File: src/core/rcsr_pkg.sv
// Contract
// Command upper nibble selects the radio state
// FIFO bit order: 0 LSB first, 1 MSB
// Auto-IF shifts LO on each receive entry
// Carrier filter drops packets without carrier
// Carrier detect reads input power above threshold
// CRC filter drops packets failing CRC
// Length bit order at mode bit 8
// Chip status reports chip enabled
// Crystal status reports oscillator running
// Synth status set after synthesizer command
// Transceiver active flag and direction bit
// Three-bit state code per current state
// FEC and CRC flags refreshed per packet
// Interrupt state clear pulses and self-clears
// Transmit wake interrupt before or after final
// Pending bit shows selected source busy
// Four-bit interrupt source selection codes
// Result flag mirrors flag of selected source
// Undefined command nibble leaves state unchanged
package rcsr_pkg;
  // Register byte addresses
  localparam logic [31:0] ADDR_COMMAND = 32'h50001004;
  localparam logic [31:0] ADDR_MODE = 32'h50001008;
  localparam logic [31:0] ADDR_STATUS = 32'h50001010;
  localparam logic [31:0] ADDR_INTERRUPT = 32'h50001014;
  localparam logic [31:0] ADDR_IRQ_STATUS = 32'h5000101c;
  localparam logic [31:0] ADDR_IRQ_MASK = 32'h50001040;
  localparam logic [31:0] ADDR_IRQ_SELECT = 32'h50001044;
  // Mode register field positions
  localparam int MODE_FIFO_ORDER = 7;
  localparam int MODE_AUTO_IF = 5;
  localparam int MODE_DROP_NO_CD = 4;
  localparam int MODE_CARRIER = 4;
  localparam int MODE_DROP_CRC = 3;
  localparam int MODE_TEST_BIT = 2;
  localparam int MODE_FIFO_SEL = 1;
  localparam int MODE_LEN_ORDER = 8;
  // Interrupt register field positions
  localparam int INT_CLEAR = 7;
  localparam int INT_PENDING = 7;
  localparam int INT_RESULT = 6;
  localparam int INT_TX_WAKE = 1;
  // Command nibbles
  localparam logic [3:0] CMD_SLEEP = 4'h8;
  localparam logic [3:0] CMD_IDLE = 4'h9;
  localparam logic [3:0] CMD_STANDBY = 4'ha;
  localparam logic [3:0] CMD_SYNTH = 4'hb;
  localparam logic [3:0] CMD_RX = 4'hc;
  localparam logic [3:0] CMD_TX = 4'hd;
  // Reported state codes
  localparam logic [2:0] CODE_SLEEP = 3'h0;
  localparam logic [2:0] CODE_IDLE = 3'h1;
  localparam logic [2:0] CODE_STANDBY = 3'h2;
  localparam logic [2:0] CODE_SYNTH = 3'h3;
  localparam logic [2:0] CODE_TX = 3'h4;
  localparam logic [2:0] CODE_RX = 3'h5;
  // Interrupt source codes
  localparam logic [3:0] SRC_NONE = 4'h0;
  localparam logic [3:0] SRC_WAIT_TRX_DONE = 4'h1;
  localparam logic [3:0] SRC_CSMA = 4'h2;
  localparam logic [3:0] SRC_CCA = 4'h3;
  localparam logic [3:0] SRC_FIFO_MARGIN = 4'h6;
  localparam logic [3:0] SRC_WAKE_RX_CYCLE = 4'h8;
  localparam logic [3:0] SRC_LAST = 4'ha;
  localparam int SRC_COUNT = 11;
  // Sticky event bits: packet received, source done, state changed
  localparam int EV_COUNT = 3;
  localparam int EV_PACKET = 0;
  localparam int EV_SRC_DONE = 1;
  localparam int EV_STATE = 2;
  // Values after reset
  localparam logic [8:0] MODE_RESET = 9'h000;
  localparam logic [3:0] SELECT_RESET = 4'h0;
  localparam logic [2:0] EV_RESET = 3'h0;

  typedef enum logic [2:0] {
    ST_SLEEP, ST_IDLE, ST_STANDBY, ST_SYNTH, ST_RX, ST_TX
  } rcsr_state_t;

  // Inputs from the radio datapath
  typedef struct packed {
    logic chip_enable;
    logic xtal_running;
    logic carrier_above;
    logic pkt_valid;
    logic pkt_crc_err;
    logic pkt_fec_err;
    logic csma_fail;
    logic cca_fail;
    logic fifo_margin;
    logic frame_pending;
    logic [SRC_COUNT-1:0] src_busy;
  } rcsr_radio_in_t;

  // Controls driven to the radio datapath
  typedef struct packed {
    logic fifo_msb_first;
    logic len_msb_first;
    logic auto_if_en;
    logic fifo_mode;
    logic test_bit;
    logic tx_wake_after;
    logic synth_on;
    logic trx_on;
    logic trx_dir;
    logic [2:0] state_code;
  } rcsr_ctrl_out_t;
endpackage

File: src/core/rcsr_top.sv
// The Wishbone register port was decided locally.
`timescale 1ns/1ps
`default_nettype none
module rcsr_top (
  input wire logic clk_i,
  input wire logic rst_i,
  input wire logic wb_cyc_i,
  input wire logic wb_stb_i,
  input wire logic wb_we_i,
  input wire logic [31:0] wb_adr_i,
  input wire logic [3:0] wb_sel_i,
  input wire logic [31:0] wb_dat_i,
  output logic [31:0] wb_dat_o,
  output logic wb_ack_o,
  input wire rcsr_pkg::rcsr_radio_in_t radio_i,
  output rcsr_pkg::rcsr_ctrl_out_t ctrl_o,
  output logic if_shift_o,
  output logic pkt_drop_o,
  output logic irq_src_clear_o,
  output logic irq_o
);
  import rcsr_pkg::*;

  rcsr_state_t state;
  rcsr_state_t next_state;
  logic [8:0] mode;
  logic tx_wake_after;
  logic [3:0] src_sel;
  logic [EV_COUNT-1:0] ev_status;
  logic [EV_COUNT-1:0] ev_mask;
  logic [EV_COUNT-1:0] ev_set;
  logic carrier;
  logic chip_on;
  logic xtal_on;
  logic synth_on;
  logic fec_flag;
  logic crc_flag;
  logic pend;
  logic sel_busy;
  logic sel_result;
  logic wr_go;
  logic cmd_wr;
  logic [2:0] cur_code;
  logic [31:0] rd_mux;

  // Code reported for each state
  function automatic logic [2:0] code_of(input rcsr_state_t s);
    case (s)
      ST_SLEEP: code_of = CODE_SLEEP;
      ST_IDLE: code_of = CODE_IDLE;
      ST_STANDBY: code_of = CODE_STANDBY;
      ST_SYNTH: code_of = CODE_SYNTH;
      ST_TX: code_of = CODE_TX;
      ST_RX: code_of = CODE_RX;
      default: code_of = CODE_SLEEP;
    endcase
  endfunction

  // Bus write strobe, taken at the edge where ack is sampled
  assign wr_go = wb_cyc_i && wb_stb_i && wb_we_i && wb_ack_o;
  assign cmd_wr = wr_go && wb_adr_i == ADDR_COMMAND && wb_sel_i[0];
  assign cur_code = code_of(state);

  // One ack per request, dropped the cycle after
  always_ff @(posedge clk_i) begin
    if (rst_i) begin
      wb_ack_o <= 1'b0;
    end else begin
      wb_ack_o <= wb_cyc_i && wb_stb_i && !wb_ack_o;
    end
  end

  // Command nibble decode
  always_comb begin
    next_state = state;
    if (cmd_wr) begin
      case (wb_dat_i[7:4])
        CMD_SLEEP: next_state = ST_SLEEP;
        CMD_IDLE: next_state = ST_IDLE;
        CMD_STANDBY: next_state = ST_STANDBY;
        CMD_SYNTH: next_state = ST_SYNTH;
        CMD_RX: next_state = ST_RX;
        CMD_TX: next_state = ST_TX;
        default: next_state = state;
      endcase
    end
  end

  // Radio state
  always_ff @(posedge clk_i) begin
    if (rst_i) begin
      state <= ST_SLEEP;
    end else begin
      state <= next_state;
    end
  end

  // LO offset pulse on each entry into receive
  always_ff @(posedge clk_i) begin
    if (rst_i) begin
      if_shift_o <= 1'b0;
    end else begin
      if_shift_o <= mode[MODE_AUTO_IF] && state != ST_RX && next_state == ST_RX;
    end
  end

  // Synthesizer stays on from its command through receive and transmit
  always_ff @(posedge clk_i) begin
    if (rst_i) begin
      synth_on <= 1'b0;
    end else begin
      synth_on <= next_state == ST_SYNTH || next_state == ST_RX || next_state == ST_TX;
    end
  end

  // Mode register
  always_ff @(posedge clk_i) begin
    if (rst_i) begin
      mode <= MODE_RESET;
    end else if (wr_go && wb_adr_i == ADDR_MODE) begin
      if (wb_sel_i[0]) begin
        mode[7:0] <= wb_dat_i[7:0];
      end
      if (wb_sel_i[1]) begin
        mode[MODE_LEN_ORDER] <= wb_dat_i[MODE_LEN_ORDER];
      end
    end
  end

  // Interrupt configuration: timing bit and source select
  always_ff @(posedge clk_i) begin
    if (rst_i) begin
      tx_wake_after <= 1'b0;
      src_sel <= SELECT_RESET;
    end else begin
      if (wr_go && wb_adr_i == ADDR_INTERRUPT && wb_sel_i[0]) begin
        tx_wake_after <= wb_dat_i[INT_TX_WAKE];
      end
      if (wr_go && wb_adr_i == ADDR_IRQ_SELECT && wb_sel_i[0]) begin
        src_sel <= wb_dat_i[3:0];
      end
    end
  end

  // Clear pulse for the interrupt sources, one cycle then back to zero
  always_ff @(posedge clk_i) begin
    if (rst_i) begin
      irq_src_clear_o <= 1'b0;
    end else begin
      irq_src_clear_o <= wr_go && wb_adr_i == ADDR_INTERRUPT && wb_sel_i[0]
        && wb_dat_i[INT_CLEAR];
    end
  end

  // Selected source busy and its result flag
  always_comb begin
    sel_busy = 1'b0;
    if (src_sel != SRC_NONE && src_sel <= SRC_LAST) begin
      sel_busy = radio_i.src_busy[src_sel];
    end
    case (src_sel)
      SRC_WAIT_TRX_DONE: sel_result = crc_flag;
      SRC_WAKE_RX_CYCLE: sel_result = crc_flag;
      SRC_CSMA: sel_result = radio_i.csma_fail;
      SRC_CCA: sel_result = radio_i.cca_fail;
      SRC_FIFO_MARGIN: sel_result = radio_i.fifo_margin;
      default: sel_result = 1'b0;
    endcase
  end

  // Sampled level status
  always_ff @(posedge clk_i) begin
    if (rst_i) begin
      carrier <= 1'b0;
      chip_on <= 1'b0;
      xtal_on <= 1'b0;
      pend <= 1'b0;
    end else begin
      carrier <= radio_i.carrier_above;
      chip_on <= radio_i.chip_enable;
      xtal_on <= radio_i.xtal_running;
      pend <= sel_busy;
    end
  end

  // Per-packet FEC and CRC results
  always_ff @(posedge clk_i) begin
    if (rst_i) begin
      fec_flag <= 1'b0;
      crc_flag <= 1'b0;
    end else if (radio_i.pkt_valid) begin
      fec_flag <= radio_i.pkt_fec_err;
      crc_flag <= radio_i.pkt_crc_err;
    end
  end

  // Packet filter decision, one pulse per dropped packet
  always_ff @(posedge clk_i) begin
    if (rst_i) begin
      pkt_drop_o <= 1'b0;
    end else begin
      pkt_drop_o <= radio_i.pkt_valid
        && ((mode[MODE_DROP_NO_CD] && !radio_i.carrier_above)
        || (mode[MODE_DROP_CRC] && radio_i.pkt_crc_err));
    end
  end

  // Control outputs to the datapath
  always_ff @(posedge clk_i) begin
    if (rst_i) begin
      ctrl_o <= '0;
    end else begin
      ctrl_o.fifo_msb_first <= mode[MODE_FIFO_ORDER];
      ctrl_o.len_msb_first <= mode[MODE_LEN_ORDER];
      ctrl_o.auto_if_en <= mode[MODE_AUTO_IF];
      ctrl_o.fifo_mode <= mode[MODE_FIFO_SEL];
      ctrl_o.test_bit <= mode[MODE_TEST_BIT];
      ctrl_o.tx_wake_after <= tx_wake_after;
      ctrl_o.synth_on <= synth_on;
      ctrl_o.trx_on <= state == ST_RX || state == ST_TX;
      ctrl_o.trx_dir <= state == ST_TX;
      ctrl_o.state_code <= cur_code;
    end
  end

  // Events feeding the sticky status bits
  assign ev_set[EV_PACKET] = radio_i.pkt_valid;
  assign ev_set[EV_SRC_DONE] = pend && !sel_busy;
  assign ev_set[EV_STATE] = next_state != state;

  // Sticky status, write one to clear, a new event wins over the clear
  genvar gi;
  generate
    for (gi = 0; gi < EV_COUNT; gi++) begin : g_ev
      always_ff @(posedge clk_i) begin
        if (rst_i) begin
          ev_status[gi] <= EV_RESET[gi];
        end else if (ev_set[gi]) begin
          ev_status[gi] <= 1'b1;
        end else if (wr_go && wb_adr_i == ADDR_IRQ_STATUS && wb_sel_i[0] && wb_dat_i[gi]) begin
          ev_status[gi] <= 1'b0;
        end
      end
    end
  endgenerate

  // Interrupt mask
  always_ff @(posedge clk_i) begin
    if (rst_i) begin
      ev_mask <= EV_RESET;
    end else if (wr_go && wb_adr_i == ADDR_IRQ_MASK && wb_sel_i[0]) begin
      ev_mask <= wb_dat_i[EV_COUNT-1:0];
    end
  end

  // Level interrupt from unmasked status
  always_ff @(posedge clk_i) begin
    if (rst_i) begin
      irq_o <= 1'b0;
    end else begin
      irq_o <= |(ev_status & ev_mask);
    end
  end

  // Read mux, unmapped addresses read as zero
  always_comb begin
    rd_mux = 32'h00000000;
    case (wb_adr_i)
      ADDR_MODE: begin
        rd_mux[MODE_FIFO_ORDER] = mode[MODE_FIFO_ORDER];
        rd_mux[MODE_AUTO_IF] = mode[MODE_AUTO_IF];
        rd_mux[MODE_CARRIER] = carrier;
        rd_mux[MODE_TEST_BIT] = mode[MODE_TEST_BIT];
        rd_mux[MODE_FIFO_SEL] = mode[MODE_FIFO_SEL];
      end
      ADDR_STATUS: begin
        rd_mux[7:0] = {chip_on, xtal_on, synth_on, state == ST_TX,
          state == ST_RX || state == ST_TX, cur_code};
        rd_mux[15:8] = {radio_i.frame_pending, 2'h0, radio_i.csma_fail,
          radio_i.cca_fail, radio_i.fifo_margin, fec_flag, crc_flag};
      end
      ADDR_INTERRUPT: begin
        rd_mux[INT_PENDING] = pend;
        rd_mux[INT_RESULT] = sel_result;
        rd_mux[3:0] = src_sel;
      end
      ADDR_IRQ_STATUS: rd_mux[EV_COUNT-1:0] = ev_status;
      ADDR_IRQ_MASK: rd_mux[EV_COUNT-1:0] = ev_mask;
      ADDR_IRQ_SELECT: rd_mux[3:0] = src_sel;
      default: rd_mux = 32'h00000000;
    endcase
  end

  // Read data captured with the ack
  always_ff @(posedge clk_i) begin
    if (rst_i) begin
      wb_dat_o <= 32'h00000000;
    end else if (wb_cyc_i && wb_stb_i && !wb_ack_o && !wb_we_i) begin
      wb_dat_o <= rd_mux;
    end
  end

  // Checks
  AST_CMD_SLEEP: assert property (@(posedge clk_i) disable iff (rst_i)
    cmd_wr && wb_dat_i[7:4] == CMD_SLEEP |=> state == ST_SLEEP)
    else $error("sleep command not taken");
  AST_CMD_UNDEF: assert property (@(posedge clk_i) disable iff (rst_i)
    cmd_wr && (wb_dat_i[7:4] < CMD_SLEEP || wb_dat_i[7:4] > CMD_TX) |=> $stable(state))
    else $error("undefined command changed state");
  AST_CODE_RX: assert property (@(posedge clk_i) disable iff (rst_i)
    cmd_wr && wb_dat_i[7:4] == CMD_RX |=> ##1 ctrl_o.state_code == CODE_RX)
    else $error("receive code wrong");
  AST_TRX_TX: assert property (@(posedge clk_i) disable iff (rst_i)
    cmd_wr && wb_dat_i[7:4] == CMD_TX |=> ##1 ctrl_o.trx_on && ctrl_o.trx_dir)
    else $error("transmit direction wrong");
  AST_IF_SHIFT: assert property (@(posedge clk_i) disable iff (rst_i)
    cmd_wr && wb_dat_i[7:4] == CMD_RX && state != ST_RX && mode[MODE_AUTO_IF]
    |=> if_shift_o ##1 !if_shift_o)
    else $error("auto-IF shift missing");
  AST_DROP_CD: assert property (@(posedge clk_i) disable iff (rst_i)
    radio_i.pkt_valid && mode[MODE_DROP_NO_CD] && !radio_i.carrier_above |=> pkt_drop_o)
    else $error("no-carrier packet kept");
  AST_NO_FILTER: assert property (@(posedge clk_i) disable iff (rst_i)
    radio_i.pkt_valid && !mode[MODE_DROP_CRC] && !mode[MODE_DROP_NO_CD] |=> !pkt_drop_o)
    else $error("packet dropped with filters off");
  AST_CRC_FLAG: assert property (@(posedge clk_i) disable iff (rst_i)
    radio_i.pkt_valid |=> crc_flag == $past(radio_i.pkt_crc_err)
    && fec_flag == $past(radio_i.pkt_fec_err))
    else $error("packet flags not refreshed");
  AST_CLEAR_PULSE: assert property (@(posedge clk_i) disable iff (rst_i)
    wr_go && wb_adr_i == ADDR_INTERRUPT && wb_sel_i[0] && wb_dat_i[INT_CLEAR]
    |=> irq_src_clear_o ##1 !irq_src_clear_o)
    else $error("clear pulse wrong");
  AST_PENDING: assert property (@(posedge clk_i) disable iff (rst_i)
    src_sel == SRC_NONE && $stable(src_sel) |=> !pend)
    else $error("pending with no source");
  AST_SET_WINS: assert property (@(posedge clk_i) disable iff (rst_i)
    ev_set[EV_PACKET] |=> ev_status[EV_PACKET])
    else $error("event lost");
  AST_ACK_DROP: assert property (@(posedge clk_i) disable iff (rst_i)
    wb_ack_o |=> !wb_ack_o)
    else $error("ack held two cycles");
endmodule
`default_nettype wire
File: config.mk
export PLATFORM = sky130hd
export DESIGN_NAME = rcsr_top
export DESIGN_NICKNAME = d
export VERILOG_FILES = /design/src/core/rcsr_pkg.sv /design/src/core/rcsr_top.sv
export SDC_FILE = /design/constraint.sdc
export NUM_CORES = 1
export LEC_CHECK = 0
export ABC_AREA = 1
export BUFFER_PORTS_ARGS = -buffer_cell sky130_fd_sc_hd__buf_2
export CORE_MARGIN = 2
export CORE_UTILIZATION = 51
export CTS_CLUSTER_SIZE = 8
export DETAILED_ROUTE_END_ITERATION = 10
export PLACE_DENSITY = 0.95
export SYNTH_ARGS = -nofsm -noshare
export SYNTH_HDL_FRONTEND = slang
export SYNTH_SLANG_ARGS = --single-unit
File: constraint.sdc
create_clock -name clk_i -period 2.9 [get_ports clk_i]
set_clock_uncertainty 0.2 [all_clocks]
set_input_delay 0.29 -clock clk_i [delete_from_list [all_inputs] [get_ports clk_i]]
set_output_delay 0.29 -clock clk_i [all_outputs]
set_load 0.02 [all_outputs]
* Word-level counts from Yosys, hierarchy flattened
Index checks and enable logic that the tools add are counted.
** Storage, ports and cells
- Input port bits :: 94
- Output and inout bits :: 49
- Flip-flop bits (word level) :: 63
- Word-level logic and storage cells :: 127
** Operators by class
- Equality and inequality tests :: 28
- Mux-type cells :: 20
- Bitwise operators :: 1
- Magnitude comparators :: 2
- Reduce and logical (&&, ||, !) cells :: 44
** Operators by type and width (number)
- $eq 32x31->1 const B :: 7
- $eq 4x4->1 const B :: 7
- $logic_and 1x1->1 :: 27
- $pmux 3 s6 :: 1
- $pmux 3 s5 :: 1
- $eq 3x3->1 const B :: 4
- $pmux 2 s5 :: 1
- $eq 3x2->1 const B :: 3
- $eq 4x2->1 const B :: 2
- $mux 1 :: 8
- $mux 8 :: 1
- $pmux 1 s4 :: 2
- $reduce_bool 2->1 :: 3
- $lt 4x5->1 const B :: 1
- $bmux 1 s4 :: 1
- $eq 4x1->1 const B :: 1
- $eq 4x3->1 const B :: 1
- $le 4x4->1 const B :: 1
- $logic_not 1->1 :: 4
- $logic_or 1x1->1 :: 4
- $pmux 1 s2 :: 2
- $pmux 2 s2 :: 1
- $reduce_and 2->1 :: 2
- $reduce_bool 4->1 :: 1
- other kinds (8) :: 9

* Depth between registers and ports, before layout
Gate-level depths: netlist of the first run.
- Depth in word-level cells :: 9
- Mapped depth :: 12
- Mapped depth without buffers :: 12

* Worst setup path after synthesis of the first run
OpenSTA, ideal clock, no wires.
- Kind :: reg-to-reg
- From :: register wb_ack_o
- To :: register synth_on
- Path buffers :: 0
- Stages on the path, launching flop included :: 10
- Arrival :: 1408 ps
- Setup slack :: 1179 ps
- Library setup time :: 113 ps
- Data required time :: 2587 ps
- Period minus slack after synthesis :: 1721 ps
- Path through :: dfxtp_1 -> nand2_1 -> nor2_4 -> nand2_4 -> nor2_4 -> nand4_4 -> o21ai_2 -> nor2_1 -> nor2_1 -> nor2_1
** Between the ends
- Longest elaborated chain between the ends :: 7
- Elaborated cells on any way between the ends :: 9
- Those cells by class :: eq/ne: 3; mux: 1; reduce/logical: 5
** RTL lines
- from (decl) :: line rcsr_top.sv:14 : output logic wb_ack_o,
- from (signal assigned) :: line rcsr_top.sv:69 : wb_ack_o <= wb_cyc_i && wb_stb_i && !wb_ack_o;
- $logic_and 1x1->1 (*) :: line rcsr_top.sv:60 : assign wr_go = wb_cyc_i && wb_stb_i && wb_we_i && wb_ack_o;
- $logic_and 1x1->1 (*) (2 in a row) :: line rcsr_top.sv:61 : assign cmd_wr = wr_go && wb_adr_i == ADDR_COMMAND && wb_sel_i[0];
- $mux 3 (*) :: line rcsr_top.sv:76 : if (cmd_wr) begin
- $eq 3x2->1 / $eq 3x3->1 (equally long branches) :: line rcsr_top.sv:112 : synth_on <= next_state == ST_SYNTH || next_state == ST_RX || next_state == ST_TX;
- $logic_or 1x1->1 :: line rcsr_top.sv:112
- $logic_or 1x1->1 (*) :: line rcsr_top.sv:112
- to (signal assigned) :: line rcsr_top.sv:110 : synth_on <= 1'b0;
- to (signal assigned) :: line rcsr_top.sv:112
- to (decl) :: line rcsr_top.sv:35 : logic synth_on;
Mark *: on every way between the ends. The rest lies on a longest branch, timed or not.
A chain may end at the register's enable or synchronous reset.

* Worst setup path in the final report of the first run
- From :: register state[1]
- To :: register wb_dat_o[0]
** Between the ends
- Longest elaborated chain between the ends :: 3
- Elaborated cells on any way between the ends :: 7
- Those cells by class :: eq/ne: 5; mux: 2
** RTL lines
- from (decl) :: line rcsr_top.sv:24 : rcsr_state_t state;
- from (signal assigned) :: line rcsr_top.sv:94 : state <= next_state;
- $eq 3x3->1, or another cell as far along :: line rcsr_top.sv:48 : case (s)
- $pmux 3 s5 (*) :: line rcsr_top.sv:48
- $pmux 1 s4 (*) :: line rcsr_top.sv:268 : case (wb_adr_i)
- to (signal assigned) :: line rcsr_top.sv:299 : wb_dat_o <= rd_mux;
- to (decl) :: line rcsr_top.sv:13 : output logic [31:0] wb_dat_o,
Marked as above.

==> results of run 1 <==
## worst max-delay path: cells and delay by family, from the launching register on
kind	cells	cell delay, ns
AOI/OAI and AO/OA	3	0.46
DFF	1	0.36
adders and majority gates	1	0.31
and+or+nand+nor	4	0.31
buffers and inverters	2	0.15
## state kept, by name, indices dropped and copies added, names as in the netlist, 3 cells and up
signal and count:
wb_dat_o 14, ev_mask 3, mode 7, ctrl_o 11, ev_status 3, state 3, src_sel 4
## metrics by stage
| step | util | total power (uW) | setup WS (ns) | hold slack [ns] |
|---|---|---|---|---|
| finish | 0.647 | 1650 | 1.03 | 0.00750 |
| global route | 0.647 | 1700 | 0.822 | 0.0301 |
| CTS | 0.647 | 1640 | 1.00 | 0.00632 |
| detailed placement | 0.611 | 993 | 1.00 | 0.231 |
| global placement | 0.611 | 987 | 1.07 | 0.220 |
| floorplan | - | 938 | 1.18 | 0.197 |
## final cells by class
class | count | area (um2) | share of cell area
inverter | 68 | 262 | 0.0683
timing repair buffer | 104 | 546 | 0.142
clock inverter | 2 | 12.5 | 0.00327
clock buffer | 13 | 159 | 0.0415
multi-input combinational | 321 | 1600 | 0.417
tap | 75 | 93.8 | 0.0245
sequential | 58 | 1160 | 0.303
## worst paths after layout
check | from | to | slack (ns) | cells after the start
worst max-delay path | state[1] | wb_dat_o[0] | 1.03 | 10
worst min-delay path | radio_i[16] | crc_flag | 0.007 | 3
worst max register to register | state[1] | wb_dat_o[0] | 1.03 | 10
worst min register to register | mode[8] | ctrl_o[10] | 0.24 | 2
## Yosys cell counts, drive strengths merged
master	number	area, um2
nand3	42	225
o221ai	3	26.3
a31oi	2	12.5
inv	64	240
nand2	89	367
a21oi	28	144
a22oi	1	7.51
a211oi	2	15.0
clkbuf	6	22.5
dfxtp	58	1160
clkinv	4	21.3
nor3	7	57.6
buf	22	160
nand4	8	65.1
a41oi	1	8.76
o21ai	27	143
ha	2	25.0
nor3b	1	7.51
o21a	1	7.51
nor2	85	384
conb	1	3.75
o211ai	4	30.0
## cells in the final DEF (no fill, tap or decap), types with 2 or more instances in the layout
master and instances:
o211ai_1 4, nor2_1 73, nand2_1 82, nand3_2 3, clkbuf_1 2, nand3_1 39, o21ai_0 22, inv_1 59
dfxtp_1 58, clkinv_1 2, o221ai_1 3, ha_1 2, a21oi_1 27, nor3_4 2, nand2_2 4, buf_4 2
inv_2 5, nand2_4 3, clkbuf_8 11, nor2_4 7, nor3_1 4, o21ai_1 3, a31oi_1 2, o21ai_2 2
dlygate4sd3_1 4, nand4_1 7, buf_2 98, clkinv_2 2, conb_1 18, a211oi_1 2, nor2_2 5
## per-layer routing
| layer | up-vias | global-route usage |
|---|---|---|
| met1 | 1473 | 0.311 |
| li1 | 1635 | - |
| met4 | 0 | 0.158 |
| met2 | 148 | 0.443 |
| met5 | - | 0 |
| met3 | 36 | 0.0446 |
## power groups by stage
stage / clock network [uW] / logic [uW] / registers, uW
finish: 666 / 170 / 813
global route: 703 / 187 / 813
CTS: 664 / 167 / 812
detailed placement: 0 / 163 / 830
global placement: 0 / 157 / 830
floorplan: 0 / 104 / 834
## cell families after synthesis
kind of cell | share of synthesized area
AND/OR/NAND/NOR | 0.353
buffers and inverters | 0.142
AO/OA/AOI/OAI | 0.126
flip-flops | 0.370
adder cells (fa/ha/maj) | 0.00798
other | 0.00120
==> results.toml, run 1 <==
[synth]
netlist_instances = 458
synth_area_um2 = 3130
ys_seq_elements = 58
synth.avg_cell_area_um2 = 6.84
synth.distinct_cells = 36
ys_seq_area_frac = 0.370
yosysWarningCount = 0

[routing]
route.met3.wl_um = 566
drt_first_iter_violations = 321
top_layer = "met4"
drt-pass1-iter-count = 6
post_drt_wl_per_cell_um = 13.3
avgViaCountPerCell = 5.14
final_antenna_net_count = 0
via_count = 3292
routed_wl_um = 8510
wl_met2_um = 4230
drc_errors = 0
m1WireLength_um = 3340

[cts]
cts_setup_buffers = 0
htreeDepth = 3
cts_made_buffers = 9
cts_sinks = 58
cts_root_buffer = "clkbuf_8"
cts_tree = "done"
ctsResizeCount = 0
cts.path.max_buffers = 2
hold_buffers = 4
path_clk_slew_ns = 0.06
clk_latency_ns = 0.34

[flow_run]
max_cap_viol_count = 0

[worst_setup_path]
path_max_fanout = 6
slowest_delay_ns = 0.36
end_kind = "register"
crit_path_top_delay_cell = "dfxtp_1"
critPathKind = "register to register"
crit_required_ns = 2.97
arrival_ns = 1.94
cp_cell_sequence = "inv_1 > ha_1 > o21a_1 > a21oi_1 > nand4_1 > nand2_1 > inv_1 > nand3_1 > nand2_1 > a21oi_1"
start_kind = "register"

[finish]
area_growth_pct = 22.2
final.fill_count = 494
layout.nets = 658
drive_gt1_frac = 0.263
final_cells = 641
final_area_um2 = 3830
diodes = 0

[placement]
port_buffers = 98
placed_area_um2 = 3620
placed_cells = 622
place_congestion = 0.901
dp_hpwl_um = 6260

[power_and_ir_drop]
power_leakage_uw = 0.00189
p_clk_frac = 0.404
p_sw_frac = 0.261
combPwrFrac = 0.103
seqPwrFrac = 0.493
p_per_area_nw_per_um2 = 430
p_int_uw = 1220
p_switching_uw = 430
irDropWorstVdd_v = 0.000486

[grt]
grt_overflow_total = 0
grt_first_pass_wirelength_um = 13600
antenna_found_initial = 0
grt_usage = 0.263
grt_pass1_vias = 3073
grt_max_degree = 35

[floorplanning]
num_rows = 28
die_h_um = 82.4
dieArea_um2 = 6790
initial_core_util = 0.529
die_w_um = 82.4
coreArea_um2 = 5920
ioPinCount = 143

[sta]
fmax_mhz = 534
drv_slew = 0
min_period_ns = 1.87
setup_violations = 0
setup_tns_ns = 0
worst_pin_slew_ns = 0.675
rsz0062_at_grt = "no"
fin_crit_sh = 0.645
slew-limit-headroom = 0.550
hold_viol_final = 0

[min_path]
holdCritPathClass = "input pin to register"

[run_status]
status = "complete, no violations"
No activity file was read; power rests on OpenSTA's default activity.
==> run 2, diff against run 1 <==
- CORE_UTILIZATION: 51 -> 43
- PLACE_DENSITY: 0.95 -> 0.87
- clock period: 2.9 -> 1.65 ns (I/O delays scaled with it)
==> run 2 against run 1 <==
Effect of this change: the flow now finishes with violations (negative setup slack); wire length increased by 27%; hold slack improved by 0.033 ns; die area increased by 18%; final cell count increased by 12%; clock-buffer cell count decreased by 4; clock power increased by 100%; non-clock buffer count increased by 50; sequential share of layout area decreased by 3.7 points; combinational power increased by 120%; sequential power increased by 76%.
==> results.toml, run 2 (synthesis gave the netlist of run 1 again) <==
[run_status]
status = "finished, violations left"
violations = "negative setup slack"

[finish]
largest_reg_flops = 14
drive_gt1_frac = 0.323
top_regs = "wb_dat_o x14, ctrl_o x11, mode x7"
diodes = 0
regMostFlops = "wb_dat_o"
final_cells = 716
final_common_cell = "buf_2"
final.fill_count = 596
layout.nets = 708
final_cell_mix = "buf_2 (98), nand2_1 (79), nor2_1 (72)"
area_growth_pct = 39.4

[worst_setup_path]
start_kind = "register"
arrival_ns = 1.74
crit_required_ns = 1.73
rr_worst_depth = 10
path_max_fanout = 2
end_kind = "register"
critPathKind = "register to register"

[cts]
cts_made_buffers = 9
path_clk_slew_ns = 0.08
cts_tree = "done"
clk_latency_ns = 0.36
htreeDepth = 3
cts_sinks = 58
cts_root_buffer = "clkbuf_8"
cts.path.max_buffers = 2

[sta]
drv_slew = 0
layout_setup_ws_ns = -0.0123
fin_crit_sh = 1.01
hold_viol_final = 0
rsz0062_at_grt = "yes"
setup_violations = 1
min_period_ns = 1.66
fmax_mhz = 602

[placement]
port_buffers = 98
placed_cells = 674
place_congestion = 0.899
dp_hpwl_um = 6970

[grt]
grt_overflow_total = 0
antenna_found_initial = 0
grt_pass1_vias = 3540
grt_max_degree = 35
grt_first_pass_wirelength_um = 16500
grt_usage = 0.269

[floorplanning]
ioPinCount = 143
initial_core_util = 0.439
coreArea_um2 = 7140
die_h_um = 89.4
dieArea_um2 = 7990
die_w_um = 89.4
num_rows = 31

[power_and_ir_drop]
p_per_area_nw_per_um2 = 721
power_leakage_uw = 0.00213
power.total_uw = 3150
irDropWorstVdd_v = 0.000650

[routing]
routed_wl_um = 10800
drt-pass1-iter-count = 6
post_drt_wl_per_cell_um = 15.1
final_antenna_net_count = 0
avgViaCountPerCell = 5.30
drc_errors = 0
drt_first_iter_violations = 502
via_count = 3797

[min_path]
holdCritPathClass = "input pin to register"
hold_depth = 5

[flow_run]
max_cap_viol_count = 0
==> run 2: changes by cell type in the layout (fill, tap and decap cells not counted), sizes merged <==
cell         previous run  this run
clkbuf                 13         9
buf                   100       131
dlygate4sd3             4        23
clkinvlp                1         3
clkinv                  5         7
bufinv                  0         1
==> run 2: timing repair <==
action | 4_1_cts | 5_1_grt
pin swaps | 4 | 3
setup buffers | 0 | 3
endpoints found under the setup margin | 2 | 19
gates resized for setup | 5 | 15
endpoints found under the hold margin | 29 | 0
cloned | 0 | 0
hold buffers | 23 | 0
==> run 2: worst paths after layout <==
| path | startpoint | endpoint | slack [ns] |
|---|---|---|---|
| max | state[1] | wb_dat_o[0] | -0.01 |
| min | radio_i[9] | pend | 0.04 |
| max reg2reg | state[1] | wb_dat_o[0] | -0.01 |
| min reg2reg | mode[8] | ctrl_o[10] | 0.24 |
==> run 2: worst max-delay path, cell delays in order (launching register included) <==
cell and delay [ns]:
dfxtp_2 0.34, inv_2 0.05, ha_4 0.20, o21a_1 0.11, a21oi_2 0.18, nand4_1 0.12, nand2_1 0.08, inv_1 0.04
nand3_1 0.07, nand2_1 0.07, a21oi_2 0.12
==> run 2: layout make-up <==
class	count	area [um2]	share of cell area
multi-input cells	321	1650	0.378
flip-flops and latches	58	1160	0.267
repair buffers	154	972	0.222
inverters	68	265	0.0607
clock buffers	9	124	0.0283
well taps	99	124	0.0283
clock inverters	7	68.8	0.0157
==> run 2: per-layer routing <==
layer | routed length, um | track usage | up-vias | share of wire
met2 | 5510 | 0.479 | 270 | 0.51
met4 | 654 | 0.144 | 0 | 0.060
li1 | - | - | 1736 | -
met1 | 3780 | 0.305 | 1704 | 0.35
met5 | 0 | 0 | - | 0
met3 | 896 | 0.0452 | 87 | 0.083
==> run 2: stage by stage <==
| stage | cell area, um2 | TNS (ns) | hold slack, ns | util | setup slack, ns |
|---|---|---|---|---|---|
| 2_1_floorplan | 3200 | 0 | 0.0720 | - | 0.0336 |
| 3_3_place_gp | 3860 | -0.144 | 0.177 | 0.541 | -0.0494 |
| 3_5_place_dp | 3860 | -1.10 | 0.189 | 0.541 | -0.165 |
| 4_1_cts | 4300 | 0 | 0.0262 | 0.603 | 0.0147 |
| 5_1_grt | 4370 | -0.409 | 0.0864 | 0.612 | -0.100 |
| 6_report | 4370 | -0.0123 | 0.0407 | 0.612 | -0.0123 |
==> run 2: power by group <==
part           internal (uW)  switching, uW
logic                    152            221
clock network            694            655
registers               1420           12.6
total                   2260            888
==> run 3, diff against run 2 <==
- PLACE_DENSITY: 0.87 -> 0.74
==> run 3 against run 2 <==
Effect of this change: the run still ends with negative setup slack left; global-route usage fell by 3.4 points; hold slack got worse by 0.017 ns; flip-flop and latch count unchanged; critical endpoint is now synth_on; largest power group unchanged.
==> results.toml, run 3 (synthesis gave the netlist of run 1 again) <==
[run_status]
status = "finished, violations left"
violations = "negative setup slack"

[routing]
final_antenna_net_count = 0
drc_errors = 0
avgViaCountPerCell = 4.92
drt_first_iter_violations = 237
routed_wl_um = 9290
post_drt_wl_per_cell_um = 13.0
drt-pass1-iter-count = 5
via_count = 3515

[finish]
area_growth_pct = 38.6
utilization = 0.609
diodes = 0
top_regs = "wb_dat_o x14, ctrl_o x11, mode x7"
final_area_um2 = 4350
final_cell_mix = "buf_2 (98), nand2_1 (80), nor2_1 (72)"
final_common_cell = "buf_2"
layout.nets = 706
regMostFlops = "wb_dat_o"
largest_reg_flops = 14
drive_gt1_frac = 0.315
final.fill_count = 628

[placement]
dp_hpwl_um = 6780
placed_area_um2 = 3850
place_congestion = 0.912
port_buffers = 98

[cts]
cts_root_buffer = "clkbuf_8"
cts_made_buffers = 9
path_clk_slew_ns = 0.06
cts_tree = "done"
cts_sinks = 58
cts.path.max_buffers = 2
htreeDepth = 3
clk_latency_ns = 0.34

[worst_setup_path]
crit_path_frequent_cell = "nor2_1"
path_max_fanout = 3
cp_top_family = "buffers and inverters"
arrival_ns = 1.71
critPathKind = "input pin to register"
worst-path-buf-inv = 3
end_kind = "register"
cp_cell_sequence = "dlygate4sd3_1 > buf_2 > nor2_1 > nor2_1 > inv_1 > nand4_4 > nand2_1 > a21oi_2 > nor2_1 > nor2_1"
crit_path_top_delay_cell = "dlygate4sd3_1"
start_kind = "input pin"
slowest_delay_ns = 0.53
crit_required_ns = 1.68

[flow_run]
max_cap_viol_count = 0

[grt]
grt_usage = 0.235
grt_first_pass_wirelength_um = 14400
grt_pass1_vias = 3308
grt_max_degree = 35
grt_overflow_total = 0
antenna_found_initial = 0

[min_path]
holdCritPathClass = "input pin to register"

[sta]
layout_setup_ws_ns = -0.0283
drv_slew = 0
holdWs_ns = 0.0240
min_period_ns = 1.68
fin_crit_sh = 1.02
fmax_mhz = 596
hold_viol_final = 0
rsz0062_at_grt = "yes"
setup_violations = 1

[floorplanning]
num_rows = 31
die_w_um = 89.4
die_h_um = 89.4
initial_core_util = 0.439
ioPinCount = 143
coreArea_um2 = 7140
dieArea_um2 = 7990

[power_and_ir_drop]
irDropWorstVdd_v = 0.000605
p_per_area_nw_per_um2 = 711
p_int_uw = 2300
p_clk_frac = 0.422
p_switching_uw = 791
power_leakage_uw = 0.00214
combPwrFrac = 0.116
power.total_uw = 3090
seqPwrFrac = 0.462
p_sw_frac = 0.256
==> run 3: final cells by class <==
type                    instances  area, um2  area share
inverters                      68        262      0.0602
well taps                      99        124      0.0285
flip-flops and latches         58       1160       0.268
clock inverters                 5       53.8      0.0124
multi-input cells             321       1650       0.379
clock buffers                  11        141      0.0325
repair buffers                152        955       0.220
==> run 3: final timing paths <==
check              startpoint         end  slack (ns)  cells past startpoint
setup / recovery  wb_dat_i[5]    synth_on       -0.03                     10
hold / removal    wb_dat_i[6]    state[2]        0.02                      3
setup reg to reg     wb_ack_o  src_sel[0]        0.03                      7
hold reg to reg       mode[8]  ctrl_o[10]        0.24                      2
==> run 3: power groups by stage <==
stage / logic (uW) / clock network [uW] / registers [uW]
after floorplan: 182 / 0 / 1470
after global placement: 298 / 0 / 1460
after detailed placement: 307 / 0 / 1460
after CTS: 348 / 1320 / 1430
after global routing: 394 / 1390 / 1430
final: 360 / 1300 / 1430
==> run 3: worst register-to-register path: stages, from the launching register on <==
cell and delay [ns]:
dfxtp_2 0.33, nand2_2 0.06, nor2_4 0.14, nand2_4 0.09, buf_6 0.14, nor3_4 0.32
buf_4 0.17, a21oi_1 0.06
==> run 3: metrics by stage <==
step	TNS (ns)	setup WS, ns	std cells
6_report	-0.0283	-0.0283	714
5_1_grt	-0.264	-0.0938	714
4_1_cts	0	0.00386	711
3_5_place_dp	-1.26	-0.113	673
3_3_place_gp	-0.136	-0.0427	673
2_1_floorplan	0	0.0336	475
==> run 3: metal layers <==
layer | up-vias | routed length, um | global-route usage
li1 | 1739 | - | -
met1 | 1589 | 3720 | 0.279
met2 | 156 | 4770 | 0.393
met3 | 31 | 536 | 0.0582
met4 | 0 | 258 | 0.117
met5 | - | 0 | 0
==> run 3: timing repair <==
action / 4_1_cts / 5_1_grt
setup buffers: 0 / 3
endpoints found under the setup margin: 3 / 14
hold buffers: 22 / 0
pin swaps: 5 / 6
resized for setup: 3 / 13
hold endpoints to repair: 27 / 0
